$ cat config.mk
export PLATFORM = sky130hd
export DESIGN_NAME = ipc_top
export DESIGN_NICKNAME = d
export VERILOG_FILES = /design/src/verilog/ipc_pkg.sv /design/src/verilog/ipc_sync.sv /design/src/verilog/ipc_resolver.sv /design/src/verilog/ipc_top.sv
export SDC_FILE = /design/constraint.sdc
export NUM_CORES = 1
export LEC_CHECK = 0
export BUFFER_PORTS_ARGS = -buffer_cell sky130_fd_sc_hd__buf_2
export CAP_MARGIN = 0
export CORE_MARGIN = 2
export CORE_UTILIZATION = 45
export DETAILED_ROUTE_END_ITERATION = 16
export GPL_TIMING_DRIVEN = 0
export PLACE_DENSITY_LB_ADDON = 0.2
export SETUP_SLACK_MARGIN = 0.2
export SYNTH_ARGS = -nofsm -noshare
export SYNTH_HDL_FRONTEND = slang
export SYNTH_SLANG_ARGS = --single-unit
$ cat constraint.sdc
create_clock -name ref_clk -period 3.14 [get_ports ref_clk]
set_input_delay 0 -clock ref_clk [delete_from_list [all_inputs] [get_ports ref_clk]]
set_output_delay 0 -clock ref_clk [all_outputs]
set_load 0.01 [all_outputs]
$ cat src/verilog/ipc_pkg.sv
/*
 * constants, types and field layout for the interrupt controller host port.
 * assumes one 25 MHz clock; every pin reaches the logic through a
 * two-flop synchroniser before it is read.
 */
`default_nettype none
package ipc_pkg;
    // ======================================================================
    // port offsets and command decode
    localparam logic       PORT_LOW       = 1'b0;
    localparam logic       PORT_HIGH      = 1'b1;
    localparam int         CMD_SEL_BIT    = 4;   // 1: init_word_one
    localparam int         CMD_KIND_BIT   = 3;   // 1: read_select_cmd
    localparam logic [7:0] CALL_OPCODE    = 8'hCD;
    localparam logic [2:0] DEFAULT_LEVEL  = 3'h7;
    // ======================================================================
    // init_word_one fields
    localparam int         IW1_NEED_FOUR  = 0;
    localparam int         IW1_SINGLE     = 1;
    localparam int         IW1_STEP_FOUR  = 2;
    localparam int         IW1_LEVEL_TRIG = 3;
    // init_word_four fields
    localparam int         IW4_WIDE_HOST  = 0;
    localparam int         IW4_AUTO_END   = 1;
    localparam int         IW4_MASTER     = 2;
    localparam int         IW4_BUFFERED   = 3;
    // service_end_priority_cmd and read_select_cmd fields
    localparam int         SE_END_BIT     = 5;
    localparam int         SE_SPECIFIC    = 6;
    localparam int         RS_READ_ACT    = 1;
    localparam int         RS_IN_SERVICE  = 0;
    localparam int         RS_POLL        = 2;
    // ======================================================================
    // reset values
    localparam logic [7:0] WORD_RESET     = 8'h00;
    localparam logic [2:0] SEL_RESET      = 3'h0;
    localparam logic [1:0] STEP_RESET     = 2'h0;
    localparam logic [1:0] LAST_STEP_WIDE = 2'h1;
    localparam logic [1:0] LAST_STEP_NARR = 2'h2;
    localparam int         SYNC_STAGES    = 2;

    // ======================================================================
    // types
    typedef enum logic [3:0] {
        INIT_READY = 4'b0001,
        WAIT_TWO   = 4'b0010,
        WAIT_THREE = 4'b0100,
        WAIT_FOUR  = 4'b1000
    } ipcInitSt_t;

    typedef struct packed {
        logic       chipSelectN;
        logic       readN;
        logic       writeN;
        logic       portSelect;
        logic       cpuAckN;
        logic [7:0] hostDataIn;
    } ipcHostPins_t;

    typedef struct packed {
        ipcHostPins_t host;
        logic [7:0]   serviceReqLine;
        logic [2:0]   chainIdIn;
        logic         roleIn;
    } ipcPinsIn_t;

    // idle pin levels: strobes high, request lines pulled up, role master;
    // the syncs reset to these so no false strobe edge follows reset
    localparam ipcPinsIn_t PINS_IDLE = 25'h1D00FF1;
endpackage
`default_nettype wire

$ cat src/verilog/ipc_sync.sv
/*
 * two-flop synchroniser for a bundle of pin inputs.
 * assumes inputs are asynchronous to ref_clk; only stage two is read.
 */
`default_nettype none
`timescale 1ns/1ps
module ipc_sync #(
    parameter int               WIDTH = 1,
    parameter logic [WIDTH-1:0] IDLE  = '0
) (
    input  wire logic             ref_clk,
    input  wire logic             nrst,
    input  wire logic [WIDTH-1:0] pinIn,
    output logic      [WIDTH-1:0] pinSync
);
    import ipc_pkg::*;
    logic [WIDTH-1:0] stageOne_q;
    logic [WIDTH-1:0] stageTwo_q;

    // ======================================================================
    // stage one feeds stage two only, to settle metastability
    always_ff @(posedge ref_clk or negedge nrst) begin
        if (!nrst) begin
            stageOne_q <= IDLE;   // idle level, not zero: avoids fake edges
            stageTwo_q <= IDLE;
        end else begin
            stageOne_q <= pinIn;
            stageTwo_q <= stageOne_q;
        end
    end
    assign pinSync = stageTwo_q;
endmodule // ipc_sync
`default_nettype wire

$ cat src/verilog/ipc_resolver.sv
/*
 * fixed priority resolver: level zero highest, a level is blocked by any
 * in-service level of equal or higher priority.
 * assumes registered inputs on the same clock; purely combinational.
 */
`default_nettype none
`timescale 1ns/1ps
module ipc_resolver (
    input  wire logic [7:0] pending,
    input  wire logic [7:0] masked,
    input  wire logic [7:0] inService,
    output logic            reqValid,
    output logic      [2:0] reqLevel,
    output logic      [2:0] topService
);
    import ipc_pkg::*;
    logic [8:0] svcSeen;
    logic [8:0] reqSeen;
    logic [7:0] cand;
    logic [7:0] pick;
    logic [7:0] svcPick;

    assign svcSeen[0] = 1'b0;
    assign reqSeen[0] = 1'b0;
    // ======================================================================
    // per level: blocked by in-service at or above, first candidate wins
    for (genvar i = 0; i < 8; i++) begin : gLevel
        assign svcPick[i]   = inService[i] & ~svcSeen[i];
        assign svcSeen[i+1] = svcSeen[i] | inService[i];
        assign cand[i]      = pending[i] & ~masked[i] & ~svcSeen[i+1];
        assign pick[i]      = cand[i] & ~reqSeen[i];
        assign reqSeen[i+1] = reqSeen[i] | cand[i];
    end

    // ======================================================================
    // encode the one-hot picks
    always_comb begin
        reqLevel   = 3'h0;
        topService = 3'h0;
        for (int k = 0; k < 8; k++) begin
            if (pick[k]) begin
                reqLevel = 3'(k);
            end
            if (svcPick[k]) begin
                topService = 3'(k);
            end
        end
        reqValid = reqSeen[8];
    end
endmodule // ipc_resolver
`default_nettype wire

$ cat src/verilog/ipc_top.sv
/*
 * host port, request capture and acknowledge sequencer of an eight-level
 * interrupt controller.
 * assumes every pin is asynchronous to ref_clk; strobes must stay low
 * several clock periods so that their edges are seen after the syncs.
 */
`default_nettype none
`timescale 1ns/1ps
module ipc_top (
    input  wire logic                 ref_clk,
    input  wire logic                 nrst,
    input  wire ipc_pkg::ipcHostPins_t hostPins,
    input  wire logic [7:0]           serviceReqLine,
    input  wire logic [2:0]           chainIdIn,
    input  wire logic                 roleIn,
    output logic      [7:0]           hostDataOut,
    output logic                      hostDataOe,
    output logic                      cpuAlertOut,
    output logic      [2:0]           chainIdOut,
    output logic                      chainIdOe,
    output logic                      roleOut,
    output logic                      roleOe
);
    import ipc_pkg::*;

    // ======================================================================
    // synchronised pins
    ipcPinsIn_t pinRaw;
    ipcPinsIn_t pinNow;
    assign pinRaw = '{host: hostPins, serviceReqLine: serviceReqLine,
                      chainIdIn: chainIdIn, roleIn: roleIn};

    ipc_sync #(
        .WIDTH   ($bits(ipcPinsIn_t)),
        .IDLE    (PINS_IDLE)
    ) uSync (
        .ref_clk (ref_clk),
        .nrst    (nrst),
        .pinIn   (pinRaw),
        .pinSync (pinNow)
    );

    // ======================================================================
    // state
    ipcInitSt_t initSt_q,    initSt_d;
    logic [7:0] wordOne_q,   wordOne_d;
    logic [7:0] wordTwo_q,   wordTwo_d;
    logic [7:0] wordThree_q, wordThree_d;
    logic [7:0] wordFour_q,  wordFour_d;
    logic [7:0] maskReg_q,   maskReg_d;
    logic [7:0] pendReg_q,   pendReg_d;
    logic [7:0] svcReg_q,    svcReg_d;
    logic [2:0] readSel_q,   readSel_d;
    logic [1:0] ackStep_q,   ackStep_d;
    logic [2:0] ackLevel_q,  ackLevel_d;
    logic       ackOwned_q,  ackOwned_d;
    logic [7:0] reqPrev_q;
    logic       ackPrev_q;
    logic       readPrev_q;
    logic       writePrev_q;
    logic [7:0] dataOut_q,   dataOut_d;
    logic       dataOe_q,    dataOe_d;
    logic       alert_q,     alert_d;
    logic [2:0] casOut_q,    casOut_d;
    logic       casOe_q,     casOe_d;
    logic       roleOut_q,   roleOut_d;
    logic       roleOe_q,    roleOe_d;

    // ======================================================================
    // decoded conditions
    logic       reqValid;
    logic [2:0] reqLevel;
    logic [2:0] topService;
    logic       ackLow;
    logic       ackFall;
    logic       ackRise;
    logic       readLow;
    logic       readRise;
    logic       writeRise;
    logic       isMaster;
    logic       single;
    logic       wideHost;
    logic       buffered;
    logic [1:0] lastStep;
    logic       addrMatch;
    logic       slaveAtLevel;
    logic [7:0] reqSet;

    ipc_resolver uResolve (
        .pending    (pendReg_q),
        .masked     (maskReg_q),
        .inService  (svcReg_q),
        .reqValid   (reqValid),
        .reqLevel   (reqLevel),
        .topService (topService)
    );

    // strobe edges; chip select only qualifies read and write
    assign ackLow    = ~pinNow.host.cpuAckN;
    assign ackFall   = ackLow & ackPrev_q;
    assign ackRise   = ~ackLow & ~ackPrev_q;
    assign readLow   = ~pinNow.host.readN & ~pinNow.host.chipSelectN
                       & pinNow.host.writeN;
    // the other strobe must have been high a cycle too, so a prohibited
    // overlap released on one edge is neither a read nor a write
    assign readRise  = pinNow.host.readN & ~readPrev_q
                       & ~pinNow.host.chipSelectN & writePrev_q;
    assign writeRise = pinNow.host.writeN & ~writePrev_q
                       & ~pinNow.host.chipSelectN
                       & pinNow.host.readN & readPrev_q;
    assign buffered  = wordFour_q[IW4_BUFFERED];
    assign single    = wordOne_q[IW1_SINGLE];
    assign wideHost  = wordFour_q[IW4_WIDE_HOST];
    assign isMaster  = buffered ? wordFour_q[IW4_MASTER]
                                : pinNow.roleIn;
    assign lastStep  = wideHost ? LAST_STEP_WIDE : LAST_STEP_NARR;
    assign addrMatch = (pinNow.chainIdIn == wordThree_q[2:0]);
    assign slaveAtLevel = ~single & isMaster & wordThree_q[ackLevel_q];

    // edge mode takes fresh rises only; level mode takes any high level
    assign reqSet = wordOne_q[IW1_LEVEL_TRIG]
                    ? pinNow.serviceReqLine
                    : pinNow.serviceReqLine & ~reqPrev_q;

    // ======================================================================
    // command words, mask, pending, in-service and acknowledge sequence
    always_comb begin
        logic [7:0] pendClr;
        logic [7:0] svcSet;
        logic [7:0] svcClr;
        logic [7:0] wData;
        pendClr     = 8'h00;
        svcSet      = 8'h00;
        svcClr      = 8'h00;
        wData       = pinNow.host.hostDataIn;
        initSt_d    = initSt_q;
        wordOne_d   = wordOne_q;
        wordTwo_d   = wordTwo_q;
        wordThree_d = wordThree_q;
        wordFour_d  = wordFour_q;
        maskReg_d   = maskReg_q;
        readSel_d   = readSel_q;
        ackStep_d   = ackStep_q;
        ackLevel_d  = ackLevel_q;
        ackOwned_d  = ackOwned_q;

        // port zero writes: bit four picks init, bit three picks kind
        if (writeRise && pinNow.host.portSelect == PORT_LOW) begin
            if (wData[CMD_SEL_BIT]) begin
                wordOne_d  = wData;
                wordFour_d = WORD_RESET;  // defaults unless word four follows
                maskReg_d  = WORD_RESET;
                readSel_d  = SEL_RESET;
                initSt_d   = WAIT_TWO;
            end else if (wData[CMD_KIND_BIT]) begin
                if (wData[RS_READ_ACT]) begin
                    readSel_d[RS_IN_SERVICE] = wData[RS_IN_SERVICE];
                end
                readSel_d[RS_POLL] = wData[RS_POLL];
            end else if (wData[SE_END_BIT]) begin
                svcClr[wData[SE_SPECIFIC] ? wData[2:0] : topService] = 1'b1;
            end
        end

        // port one writes follow the init sequence, then the mask
        if (writeRise && pinNow.host.portSelect == PORT_HIGH) begin
            case (initSt_q)
                WAIT_TWO: begin
                    wordTwo_d = wData;
                    if (!wordOne_q[IW1_SINGLE]) begin
                        initSt_d = WAIT_THREE;
                    end else if (wordOne_q[IW1_NEED_FOUR]) begin
                        initSt_d = WAIT_FOUR;
                    end else begin
                        initSt_d = INIT_READY;
                    end
                end
                WAIT_THREE: begin
                    wordThree_d = wData;
                    initSt_d = wordOne_q[IW1_NEED_FOUR] ? WAIT_FOUR
                                                        : INIT_READY;
                end
                WAIT_FOUR: begin
                    wordFour_d = wData;
                    initSt_d   = INIT_READY;
                end
                INIT_READY: maskReg_d = wData;
                default:    initSt_d  = INIT_READY;
            endcase
        end

        // poll read end acknowledges the level it reported
        if (readRise && pinNow.host.portSelect == PORT_LOW
            && readSel_q[RS_POLL]) begin
            readSel_d[RS_POLL] = 1'b0;
            if (reqValid) begin
                svcSet[reqLevel]  = 1'b1;
                pendClr[reqLevel] = 1'b1;
            end
        end

        // acknowledge falling edges: freeze level, mark in-service
        if (ackFall) begin
            if (ackStep_q == STEP_RESET) begin
                ackLevel_d = reqValid ? reqLevel : DEFAULT_LEVEL;
                ackOwned_d = single | isMaster;
            end else if (!single && !isMaster) begin
                ackOwned_d = addrMatch;
            end
            if ((wideHost && ackStep_q == STEP_RESET)
                || (!wideHost && ackStep_q == 2'h1)) begin
                if (ackOwned_d) begin
                    svcSet[ackStep_q == STEP_RESET ? ackLevel_d
                                                   : ackLevel_q] = 1'b1;
                    pendClr[ackStep_q == STEP_RESET ? ackLevel_d
                                                    : ackLevel_q] = 1'b1;
                end
            end
        end

        // acknowledge rising edges: advance, auto end on the last one
        if (ackRise) begin
            if (ackStep_q >= lastStep) begin
                ackStep_d = STEP_RESET;
                if (wordFour_q[IW4_AUTO_END] && ackOwned_q) begin
                    svcClr[ackLevel_q] = 1'b1;
                end
            end else begin
                ackStep_d = ackStep_q + 2'h1;
            end
        end

        // a new request or service mark wins over a same-cycle clear
        pendReg_d = (pendReg_q & ~pendClr) | reqSet;
        svcReg_d  = (svcReg_q & ~svcClr) | svcSet;
    end

    // ======================================================================
    // pin drive: data bus, alert, chain id and role pin
    always_comb begin
        logic [7:0] ackByte;
        logic       ackDrive;
        ackByte  = CALL_OPCODE;
        ackDrive = 1'b0;
        // byte for the current acknowledge step
        if (wideHost) begin
            ackByte  = {wordTwo_q[7:3], ackLevel_q};
            ackDrive = (ackStep_q == 2'h1);
        end else begin
            case (ackStep_q)
                2'h0: ackByte = CALL_OPCODE;
                2'h1: ackByte = wordOne_q[IW1_STEP_FOUR]
                                ? {wordOne_q[7:5], ackLevel_q, 2'b00}
                                : {wordOne_q[7:6], ackLevel_q, 3'b000};
                default: ackByte = wordTwo_q;
            endcase
            ackDrive = 1'b1;
        end
        // master hands vector bytes to the addressed slave
        if (ackStep_q != STEP_RESET && (slaveAtLevel || !ackOwned_q)) begin
            ackDrive = 1'b0;
        end
        if (ackStep_q == STEP_RESET && !wideHost && !single && !isMaster) begin
            ackDrive = 1'b0;      // slave does not issue the call opcode
        end

        dataOut_d = dataOut_q;
        dataOe_d  = 1'b0;
        if (ackLow) begin
            dataOut_d = ackByte;
            dataOe_d  = ackDrive;
        end else if (readLow) begin
            dataOe_d = 1'b1;
            if (pinNow.host.portSelect == PORT_HIGH) begin
                dataOut_d = maskReg_q;
            end else if (readSel_q[RS_POLL]) begin
                dataOut_d = {reqValid, 4'h0, reqLevel};
            end else if (readSel_q[RS_IN_SERVICE]) begin
                dataOut_d = svcReg_q;
            end else begin
                dataOut_d = pendReg_q;
            end
        end

        // alert while a request qualifies and no sequence runs
        alert_d = reqValid && initSt_q == INIT_READY
                  && ackStep_q == STEP_RESET && !ackLow;

        // chain id: outputs for master or single, inputs for slave
        casOe_d  = single | isMaster;
        casOut_d = (slaveAtLevel && (ackLow || ackStep_q != STEP_RESET))
                   ? ackLevel_q : 3'h0;

        // role pin: transceiver enable (low active) when buffered
        roleOe_d  = buffered;
        roleOut_d = ~dataOe_d;
    end

    // ======================================================================
    // registers
    always_ff @(posedge ref_clk or negedge nrst) begin
        if (!nrst) begin
            initSt_q    <= INIT_READY;
            wordOne_q   <= WORD_RESET;
            wordTwo_q   <= WORD_RESET;
            wordThree_q <= WORD_RESET;
            wordFour_q  <= WORD_RESET;
            maskReg_q   <= WORD_RESET;
            pendReg_q   <= WORD_RESET;
            svcReg_q    <= WORD_RESET;
            readSel_q   <= SEL_RESET;
            ackStep_q   <= STEP_RESET;
            ackLevel_q  <= DEFAULT_LEVEL;
            ackOwned_q  <= 1'b0;
            reqPrev_q   <= 8'hFF;  // lines idle high behind pull-ups
            ackPrev_q   <= 1'b1;   // strobes idle high
            readPrev_q  <= 1'b1;
            writePrev_q <= 1'b1;
            dataOut_q   <= WORD_RESET;
            dataOe_q    <= 1'b0;
            alert_q     <= 1'b0;
            casOut_q    <= 3'h0;
            casOe_q     <= 1'b0;
            roleOut_q   <= 1'b1;
            roleOe_q    <= 1'b0;
        end else begin
            initSt_q    <= initSt_d;
            wordOne_q   <= wordOne_d;
            wordTwo_q   <= wordTwo_d;
            wordThree_q <= wordThree_d;
            wordFour_q  <= wordFour_d;
            maskReg_q   <= maskReg_d;
            pendReg_q   <= pendReg_d;
            svcReg_q    <= svcReg_d;
            readSel_q   <= readSel_d;
            ackStep_q   <= ackStep_d;
            ackLevel_q  <= ackLevel_d;
            ackOwned_q  <= ackOwned_d;
            reqPrev_q   <= pinNow.serviceReqLine;
            ackPrev_q   <= pinNow.host.cpuAckN;
            readPrev_q  <= pinNow.host.readN;
            writePrev_q <= pinNow.host.writeN;
            dataOut_q   <= dataOut_d;
            dataOe_q    <= dataOe_d;
            alert_q     <= alert_d;
            casOut_q    <= casOut_d;
            casOe_q     <= casOe_d;
            roleOut_q   <= roleOut_d;
            roleOe_q    <= roleOe_d;
        end
    end

    // outputs straight from flops
    assign hostDataOut = dataOut_q;
    assign hostDataOe  = dataOe_q;
    assign cpuAlertOut = alert_q;
    assign chainIdOut  = casOut_q;
    assign chainIdOe   = casOe_q;
    assign roleOut     = roleOut_q;
    assign roleOe      = roleOe_q;
endmodule // ipc_top
`default_nettype wire

* Word-level counts from Yosys, hierarchy flattened *
Cells that the tools add are included.

operators by class
  add/sub/neg operators = 1
  order comparisons = 9
  eq/ne operators = 7
  multiplexer cells = 83
  bitwise logic cells = 100
  reductions and logical operators = 38

operator list
  kind                  number
  $mux W8               27
  $mux W3               19
  $and A1 B1 Y1         43
  $not A1 Y1            32
  $or A8 B8 Y8          4
  $and A8 B8 Y8         3
  $not A8 Y8            3
  $mux W1               22
  $logic_and A1 B1 Y1   20
  $mux W4               5
  $lt A3 B4 Y1 const B  4
  $pmux W8 S2           1
  $or A1 B1 Y1          15
  $demux W1 S3          4
  $ge A3 B1 Y1 const B  4
  $pmux W4 S3           1
  $reduce_and A2 Y1     4
  $reduce_bool A2 Y1    4
  $mux W6               1
  $eq A4 B1 Y1 const B  1
  $eq A4 B2 Y1 const B  1
  $eq A4 B3 Y1 const B  1
  $eq A4 B4 Y1 const B  1
  $logic_not A1 Y1      4
  other kinds (11)      14

storage, ports and cells
  flip-flop bits (word level) = 145
  output and inout bits = 16
  logic and storage cells = 264

* Logic depth before layout (Yosys ltp) *
Gate-level depths: netlist of the first run.

  word-level depth = 27
  gate-level depth with buffers = 10
  mapped depth without buffers = 8

* Modules after synthesis *
Synthesis of the first run repeated with hierarchy kept, for this count alone.

unflattened totals
  cells, all modules = 520
  area, all modules = 6015.8 µm²

by module, submodules not included
  module        times used  cells an instance  area an instance (µm²)  seq. area each (µm²)
  ipc_top       1           430                4494.3                  2272.2
  ipc_sync      1           50                 1283.7                  1283.7
  ipc_resolver  1           40                 237.7                   0.0

* Least setup slack after synthesis of the first run *
OpenSTA, ideal clock, no wires.

  kind = reg2reg
  start point = register uSync.stageTwo_q[22] (netlist: uSync.pinSync[22])
  end point = register wordThree_q[0]
  arrival time = 2.383 ns
  required time = 3.015 ns
  path slack = 0.632 ns
  cell stages (with the launch flop) = 7
  path buffers = 1
  period minus slack after synthesis = 2.508 ns
  path through = dfstp_2 -> nand2b_4 -> or4b_1 -> buf_2 -> or3_4 -> nor3b_4 -> mux2_4

on the way
  cells in the longest elaborated chain, start to end = 6

ends and longest elaborated chain
  item                                RTL line        source
  from (decl)                         ipc_sync.sv:18  logic [WIDTH-1:0] stageTwo_q;
  from (signal assigned)              ipc_sync.sv:28  stageTwo_q <= stageOne_q;
  $and A1 B1 Y1                       ipc_top.sv:108  assign writeRise = pinNow.host.writeN & ~writePrev_q
  $and A1 B1 Y1                       ipc_top.sv:109  & ~pinNow.host.chipSelectN
  $and A1 B1 Y1 (2 in series)         ipc_top.sv:110  & pinNow.host.readN & readPrev_q;
  $logic_and A1 B1 Y1                 ipc_top.sv:166  if (writeRise && pinNow.host.portSelect == PORT_HIGH) begin
  $reduce_and A2 Y1 (no source line)  n/a
  to (signal assigned)                ipc_top.sv:330  wordThree_q <= wordThree_d;
  to (decl)                           ipc_top.sv:48   logic [7:0] wordThree_q, wordThree_d;

Every way passes these cells.
A chain may end at the register's enable or synchronous reset.

* Worst setup path in the final report of the first run *
  start point = register uSync.stageTwo_q[22] (netlist: uSync.pinSync[22])
  end point = register wordThree_q[2]

The elaborated chain is that of the path after synthesis.

==> results of run 1 <==
state kept, by name, indices dropped and copies added, names as in the netlist, 7 cells and up:
| register | cells |
|---|---|
| hostDataOut | 8 |
| maskReg_q | 8 |
| pendReg_q | 8 |
| reqPrev_q | 8 |
| svcReg_q | 8 |
| uSync.pinSync | 25 |
| uSync.stageOne_q | 25 |
| wordOne_q | 7 |
| wordThree_q | 8 |
| wordTwo_q | 8 |
how the worst max path moves through the flow:
stage / startpoint / end / cells after the start
floorplan: uSync.pinSync[22] / wordThree_q[0] / 6
global placement: nrst / svcReg_q[2] / 1
detailed placement: ackStep_q[0] / pendReg_q[5] / 7
CTS: ackStep_q[0] / hostDataOut[1] / 8
global route: ackLevel_q[0] / chainIdOut[1] / 6
finish: uSync.pinSync[22] / wordThree_q[2] / 6
repair_timing:
| item | 4_1_cts | 5_1_grt |
|---|---|---|
| endpoints found under the hold margin | 143 | 0 |
| hold buffers | 26 | 0 |
| setup endpoints to repair | 0 | 5 |
| resized for setup | 0 | 3 |
layout by cell type (no fill, tap or decap), types with 7 or more instances in the layout:
cell type | Yosys | routed
dfrtp_1 | 98 | 98
nand2_1 | 46 | 46
buf_2 | 3 | 44
dfstp_2 | 42 | 42
o21ai_0 | 30 | 30
nor2_1 | 27 | 27
dlygate4sd3_1 | 0 | 26
clkbuf_1 | 21 | 21
nand2b_1 | 20 | 20
a21oi_1 | 20 | 20
clkbuf_16 | 0 | 17
nand3_1 | 16 | 16
mux2_2 | 14 | 14
mux2i_1 | 14 | 14
inv_1 | 13 | 13
a32o_1 | 9 | 9
a22o_1 | 9 | 9
mux2_4 | 8 | 8
nand3b_1 | 7 | 7
nor2b_1 | 7 | 7
routing by layer:
layer,global-route usage [%],wire [um],vias up
li1,-,-,2153
met3,5.92,907,24
met4,8.76,311,0
met2,36.6,7530,149
met5,0,0,-
met1,35.1,7870,2365
worst max-delay path, delay by kind of cell (launching register included):
| family | cells | cell delay, ns |
|---|---|---|
| mux | 1 | 0.35 |
| buf+inv | 1 | 0.19 |
| flops | 1 | 0.55 |
| simple gates | 4 | 1.49 |
stage by stage:
step,utilization (%),setup slack (ns)
6_report,56.4,0.434
5_1_grt,56.4,0.322
4_1_cts,56.4,0.390
3_5_place_dp,50.0,0.390
3_3_place_gp,49.8,0.273
2_1_floorplan,-,0.632
logic make-up after synthesis:
kind of cell / Yosys count / share of synthesized area, %
simple gates: 176 / 16.0
flops: 140 / 57.3
compound gates: 137 / 16.1
buf+inv: 39 / 2.54
mux: 36 / 6.73
xor+xnor: 4 / 0.564
fa+ha+maj: 4 / 0.806
layout make-up:
cell class,count,area [um2],share of cell area [%]
multi-input combinational,357,2500,33.2
clock buffer,21,470,6.25
timing repair buffer,69,504,6.70
buffer,26,110,1.46
inverter,13,48.8,0.648
clock inverter,11,118,1.56
tap,176,220,2.92
sequential,140,3560,47.2
cell usage after synthesis, types with 7 or more instances:
cell	instances
dfrtp_1	98
o21ai_0	30
a22o_1	9
mux2_2	14
dfstp_2	42
nor2b_1	7
nand2b_1	20
mux2_4	8
a32o_1	9
clkbuf_1	21
nand3_1	16
nand2_1	46
nor2_1	27
a21oi_1	20
inv_1	13
mux2i_1	14
nand3b_1	7
power by group:
group | internal (mW) | total [mW] | switching [mW]
Sequential | 2.05 | 2.23 | 0.184
Clock | 1.23 | 1.99 | 0.760
Combinational | 0.599 | 1.62 | 1.02
==> flow_summary.ini, run 1 <==
[sta]
slew_viol_final = 0
post-route-period-util_pct = 86.2
setup_viol = 0
finalSetupTns_ns = 0
fin_crit_ns = 2.71
hold_ws_ns = 0.0567
worst_pin_slew_ns = 1.04
fin_skew_ns = 0.0124
slew_headroom_pct = 29.0
rsz0062_at_grt = false
fmax_ghz = 0.370
hold_viol_final = 0

[cts]
cts_setup_buffers = 0
root_buffer = clkbuf_16
cts.path.max_buffers = 2
htree_levels = 4
cts_buffers = 17
cts_sinks = 140
cts_tree = built
insertion_delay_ns = 0.43
clk_pin_slew_worst_paths_ns = 0.06

[worst_setup_path]
worstRegToRegCells = 6
path_class = register to register
cp-start-kind = register
required_ns = 3.45
end_kind = register
crit_path_top_delay_cell = dfstp_2
reg2reg_setup_slack_ns = 0.43
critPathMaxStageDelay_ns = 0.55
r2r-end = wordThree_q[2]
path_cells = nand2b_4 -> or4b_1 -> buf_2 -> or3_4 -> nor3b_4 -> mux2_4
arrival_ns = 3.02
r2r_start = uSync.pinSync[22]
crit_fanout = 8

[global_routing]
grt_max_degree = 95
antenna_found_initial = 0
grt_pass1_wl_um = 26600
grt_pass1_vias = 4794
gr-usage-all-layers_pct = 24.6
overflow = 0

[synthesis]
synthArstFlopShare_pct = 100
ys_seq_area_share_pct = 57.3
yosysWarningCount = 0
netlist_instances = 536
yosys-top-cells-area = dfrtp_1 (39%), dfstp_2 (18%), nand2_1 (2.8%)
synthDistinctLibCells = 73
avgSynthCellArea_um2 = 11.6
synth-edff-count = 0
ys_seq_elements = 140
synth.largest_area_cell = dfrtp_1
synth_nets = 567
synth_area_mm2 = 0.00621
synth_top_cell_area_share_pct = 39.5
synth-main-ff-cell = dfrtp_1

[drt]
drt_pre_antenna_iters = 5
drc = 0
drtAntennaViolNets = 0
totalWireLength_um = 16600
avgViaCountPerCell = 5.77
drtIter0Drc = 363
wl_per_cell_um = 20.4
vias = 4691

[placed_design]
io_buffers = 42
gp_congestion = 0.862
placed_area_mm2 = 0.00668
dp_hpwl_um = 11700
place_inst = 755

[power]
p_leak_nw = 3.22
p_per_area_mw_per_mm2 = 775
finalPower_mw = 5.84
ir_worst_vdd_v = 0.000423

[flow_run]
cap_violations = 0

[die]
start_util_pct = 46.5
die_h_um = 121
core_mm2 = 0.0133
dieArea_mm2 = 0.0148
die_w_um = 121
core.rowCount = 42
ios = 43

[finish]
design_area_mm2 = 0.00753
stdcell_count = 813
diodes = 0
fillCellCount = 1147
drive_above_1_share_pct = 25.6
syn2layout_area_growth_pct = 21.3
fin_nets = 655

[hold_path]
hold_class = input pin to asynchronous set/reset pin

[status]
outcome = completed
No activity file was read; power rests on OpenSTA's default activity.
==> inputs of run 2 (changes only) <==
PLACE_DENSITY_LB_ADDON = default   (was 0.2)
SKIP_LAST_GASP = 1   (was default)
==> flow_summary.ini, run 2 (synthesized netlist as in run 1, its figures left out) <==
[finish]
drive_above_1_share_pct = 25.1
layout_commonest_cell = dfrtp_1
syn2layout_area_growth_pct = 21.0
multiInputGateArea_mm2 = 0.00250
final-seq-area_mm2 = 0.00356
post-route-util_pct = 56.3
layout_common_cells = dfrtp_1 (98), nand2_1 (46), buf_2 (44), dfstp_2 (42), o21ai_0 (30)
stdcell_count = 813
fillCellCount = 1185
fin_nets = 655
diodes = 0

[cts]
cts_buffers = 17
clk_pin_slew_worst_paths_ns = 0.06
cts_tree = built
root_buffer = clkbuf_16
insertion_delay_ns = 0.43
htree_levels = 4
cts_sinks = 140
cts.path.max_buffers = 2

[flow_run]
cap_violations = 0

[worst_setup_path]
end_kind = register
crit_fanout = 9
arrival_ns = 3.07
cp-start-kind = register
required_ns = 3.45
path_class = register to register

[global_routing]
grt_max_degree = 92
overflow = 0
grt_pass1_wl_um = 27000
gr-usage-all-layers_pct = 25.1
grt_pass1_vias = 4767
antenna_found_initial = 0

[sta]
fin_skew_ns = 0.00869
hold_ws_ns = 0.0730
fmax_ghz = 0.362
setup_viol = 0
post-route-period-util_pct = 87.9
slew_headroom_pct = 40.3
fin_crit_ns = 2.76
worst_pin_slew_ns = 0.887
finalSetupTns_ns = 0
rsz0062_at_grt = false
slew_viol_final = 0
hold_viol_final = 0
timing.final.ws_setup_ns = 0.380

[placed_design]
io_buffers = 42
gp_congestion = 0.884
place_inst = 755
dp_hpwl_um = 11800
place_ws_ns = 0.246

[drt]
wl_per_cell_um = 20.9
drt_pre_antenna_iters = 4
avgViaCountPerCell = 5.85
drtIter0Drc = 374
drc = 0
totalWireLength_um = 17000
drtAntennaViolNets = 0
vias = 4752

[hold_path]
hold_class = input pin to asynchronous set/reset pin

[die]
core_mm2 = 0.0133
dieArea_mm2 = 0.0148
ios = 43
die_w_um = 121
start_util_pct = 46.5
core.rowCount = 42
die_h_um = 121

[power]
p_leak_nw = 3.20
ir_worst_vdd_v = 0.000441
p_per_area_mw_per_mm2 = 775

[status]
outcome = completed
[run 2: cell types whose count changed in the layout (fill, tap and decap cells not counted)]
cell	delta
clkinv_2	-3
clkbuf_8	-2
nor4_1	-1
nor4_2	+1
clkinv_4	+2
nor4bb_1	+1
clkbuf_1	+3
nor4bb_2	-1
[run 2: what timing repair did]
item                                    CTS  global route
resized for setup                         0             3
endpoints found under the setup margin    0             4
hold buffers                             26             0
endpoints found under the hold margin    87             0
setup buffers                             0             0
[run 2: layer usage]
layer / GRT usage [%] / vias to the layer above / share of wire, %
met5: 0 / - / 0
met1: 36.1 / 2404 / 47
met3: 6.20 / 23 / 6.9
met2: 37.1 / 172 / 45
met4: 8.55 / 0 / 2.0
li1: - / 2153 / -
[run 2: power breakdown]
part / switching [mW] / internal (mW)
Clock: 0.765 / 1.19
Combinational: 1.03 / 0.599
Sequential: 0.191 / 2.05
[run 2: final timing paths]
kind,startpoint,to,slack (ns),cells past startpoint
setup / recovery,svcReg_q[4],pendReg_q[5],0.38,6
hold / removal,nrst,ackStep_q[0],0.07,2
setup reg to reg,svcReg_q[4],pendReg_q[5],0.38,6
hold reg to reg,uSync.stageOne_q[13],uSync.pinSync[13],0.35,0
max in group asynchronous,nrst,uSync.pinSync[23],2.26,3
min in group ref_clk,hostPins[8],uSync.stageOne_q[20],0.21,2
[run 2: critical path, cell delays in order, from the launching register on]
cell	delay (ns)
dfrtp_1	0.57
or3b_2	0.24
a21oi_1	0.07
o21ai_0	0.72
a31oi_2	0.31
or3b_1	0.47
a32o_1	0.27
[run 2: cell type report]
class / count / share of cell area (%)
Tap cell: 176 / 2.93
Inverter: 13 / 0.649
Sequential cell: 140 / 47.3
Clock inverter: 10 / 1.60
Clock buffer: 22 / 6.04
Multi-Input combinational cell: 357 / 33.3
Buffer: 26 / 1.46
Timing Repair Buffer: 69 / 6.71
[run 2: stage by stage]
stage | power, mW | area [um2]
floorplan | 3.27 | 6210
global placement | 3.81 | 6640
detailed placement | 3.83 | 6680
CTS | 5.83 | 7510
global route | 6.12 | 7520
finish | 5.83 | 7520
==> inputs of run 3 (changes only) <==
CORE_UTILIZATION = 51   (was 45)
PLACE_DENSITY = 0.69   (was default)
==> flow_summary.ini, run 3 (synthesized netlist as in run 1, its figures left out) <==
[power]
combinationalPowerShare_pct = 28.1
pwr-share-clk_pct = 34.1
p_leak_nw = 3.22
p_per_area_mw_per_mm2 = 789
seqPwrFrac_pct = 37.8
ir_worst_vdd_v = 0.000497
p_sw_share_pct = 36.0
internal_power_mw = 3.78
switching_power_mw = 2.13

[placed_design]
io_buffers = 42
dp_hpwl_um = 11800
gp_congestion = 0.907
place_inst = 726

[worst_setup_path]
cp-start-kind = register
critPathMaxStageDelay_ns = 0.73
required_ns = 3.46
crit_path_top_delay_cell = nor4_2
r2r_start = svcReg_q[0]
worstRegToRegCells = 6
reg2reg_setup_slack_ns = 0.39
cp_num_buf_inv = 1
arrival_ns = 3.06
r2r-end = pendReg_q[2]
path_class = register to register
crit_fanout = 10
crit_family = compound AO/OA/AOI/OAI gates
crit_start = svcReg_q[0]
path_cells = buf_2 -> nor4_2 -> a41oi_2 -> a31oi_2 -> nand3_1 -> a32o_1
end_kind = register

[finish]
fin_nets = 655
layout_common_cells = dfrtp_1 (98), nand2_1 (46), buf_2 (44), dfstp_2 (42), o21ai_0 (29)
layout_commonest_cell = dfrtp_1
final-seq-area_mm2 = 0.00356
drive_above_1_share_pct = 25.7
syn2layout_area_growth_pct = 20.8
stdcell_count = 784
multiInputGateArea_mm2 = 0.00250
fillCellCount = 933
diodes = 0

[die]
ios = 43
start_util_pct = 51.9
core_mm2 = 0.0120
die_w_um = 114
dieArea_mm2 = 0.0131
die_h_um = 114
core.rowCount = 40

[cts]
insertion_delay_ns = 0.43
cts_setup_buffers = 0
cts_tree = built
cts_sinks = 140
clk_pin_slew_worst_paths_ns = 0.07
htree_levels = 4
cts_buffers = 17
root_buffer = clkbuf_16
cts.path.max_buffers = 2

[drt]
wl_per_cell_um = 21.5
drc = 0
totalWireLength_um = 16800
drtIter0Drc = 366
vias = 4678
drtAntennaViolNets = 0
drt_pre_antenna_iters = 5
avgViaCountPerCell = 5.97

[global_routing]
grt_max_degree = 87
gr-usage-all-layers_pct = 27.8
overflow = 0
antenna_found_initial = 0
grt_pass1_vias = 4687
grt_pass1_wl_um = 26500

[flow_run]
cap_violations = 0

[sta]
finalSetupTns_ns = 0
hold_viol_final = 0
slew_viol_final = 0
rsz0062_at_grt = false
fin_crit_ns = 2.75
setup_viol = 0
fin_skew_ns = 0.00807
slew_headroom_pct = 36.1
post-route-period-util_pct = 87.5
fmax_ghz = 0.364
worst_pin_slew_ns = 0.934

[hold_path]
hold_class = input pin to asynchronous set/reset pin

[status]
outcome = completed
## run 3: changes by cell type in the layout (fill, tap and decap cells not counted), sizes merged
cell	delta
bufinv	-1
clkbuf	-5
clkinv	-1
clkinvlp	-2
inv	+9
## run 3: layout make-up
| type | count | area share (%) |
|---|---|---|
| Sequential cell | 140 | 47.4 |
| Clock inverter | 15 | 2.28 |
| Multi-Input combinational cell | 357 | 33.4 |
| Clock buffer | 17 | 5.67 |
| Timing Repair Buffer | 69 | 6.72 |
| Tap cell | 147 | 2.45 |
| Inverter | 13 | 0.650 |
| Buffer | 26 | 1.47 |
## run 3: per-layer routing
layer  part of all wire (%)  GRT usage, %  vias to the layer above
met2                     44          39.4                      171
met1                     47          40.5                     2313
met3                    6.1          6.93                       28
met4                    3.0          12.1                        0
met5                      0             0                        -
li1                       -             -                     2166
## run 3: what timing repair did
item,CTS,global route
hold buffers,26,0
hold endpoints to repair,80,0
setup endpoints to repair,2,1
pin swaps,0,0
gates resized for setup,1,2
## run 3: how the worst max path moves through the flow
stage,to,slack [ns],cells past startpoint
6_report,pendReg_q[2],0.39,6
5_1_grt,hostDataOut[4],0.22,10
4_1_cts,pendReg_q[5],0.28,7
3_5_place_dp,pendReg_q[5],0.21,7
3_3_place_gp,pendReg_q[5],0.26,7
2_1_floorplan,wordThree_q[0],0.63,6
## run 3: per-stage QoR
step	cell area, um2	power [mW]	setup slack (ns)	hold WS (ns)	utilization (%)
2_1_floorplan	6210	3.27	0.632	-0.296	-
3_3_place_gp	6610	3.85	0.256	0.105	55.2
3_5_place_dp	6640	3.87	0.208	-0.0139	55.5
4_1_cts	7500	5.93	0.284	0.104	62.7
5_1_grt	7500	6.21	0.220	0.141	62.7
6_report	7500	5.92	0.394	0.0974	62.7
## run 3: power groups by stage
stage / clock network (mW) / logic, mW / registers [mW]
floorplan: 0 / 1.05 / 2.22
global placement: 0 / 1.59 / 2.26
detailed placement: 0 / 1.60 / 2.26
CTS: 2.06 / 1.64 / 2.24
global route: 2.14 / 1.81 / 2.26
finish: 2.02 / 1.66 / 2.24
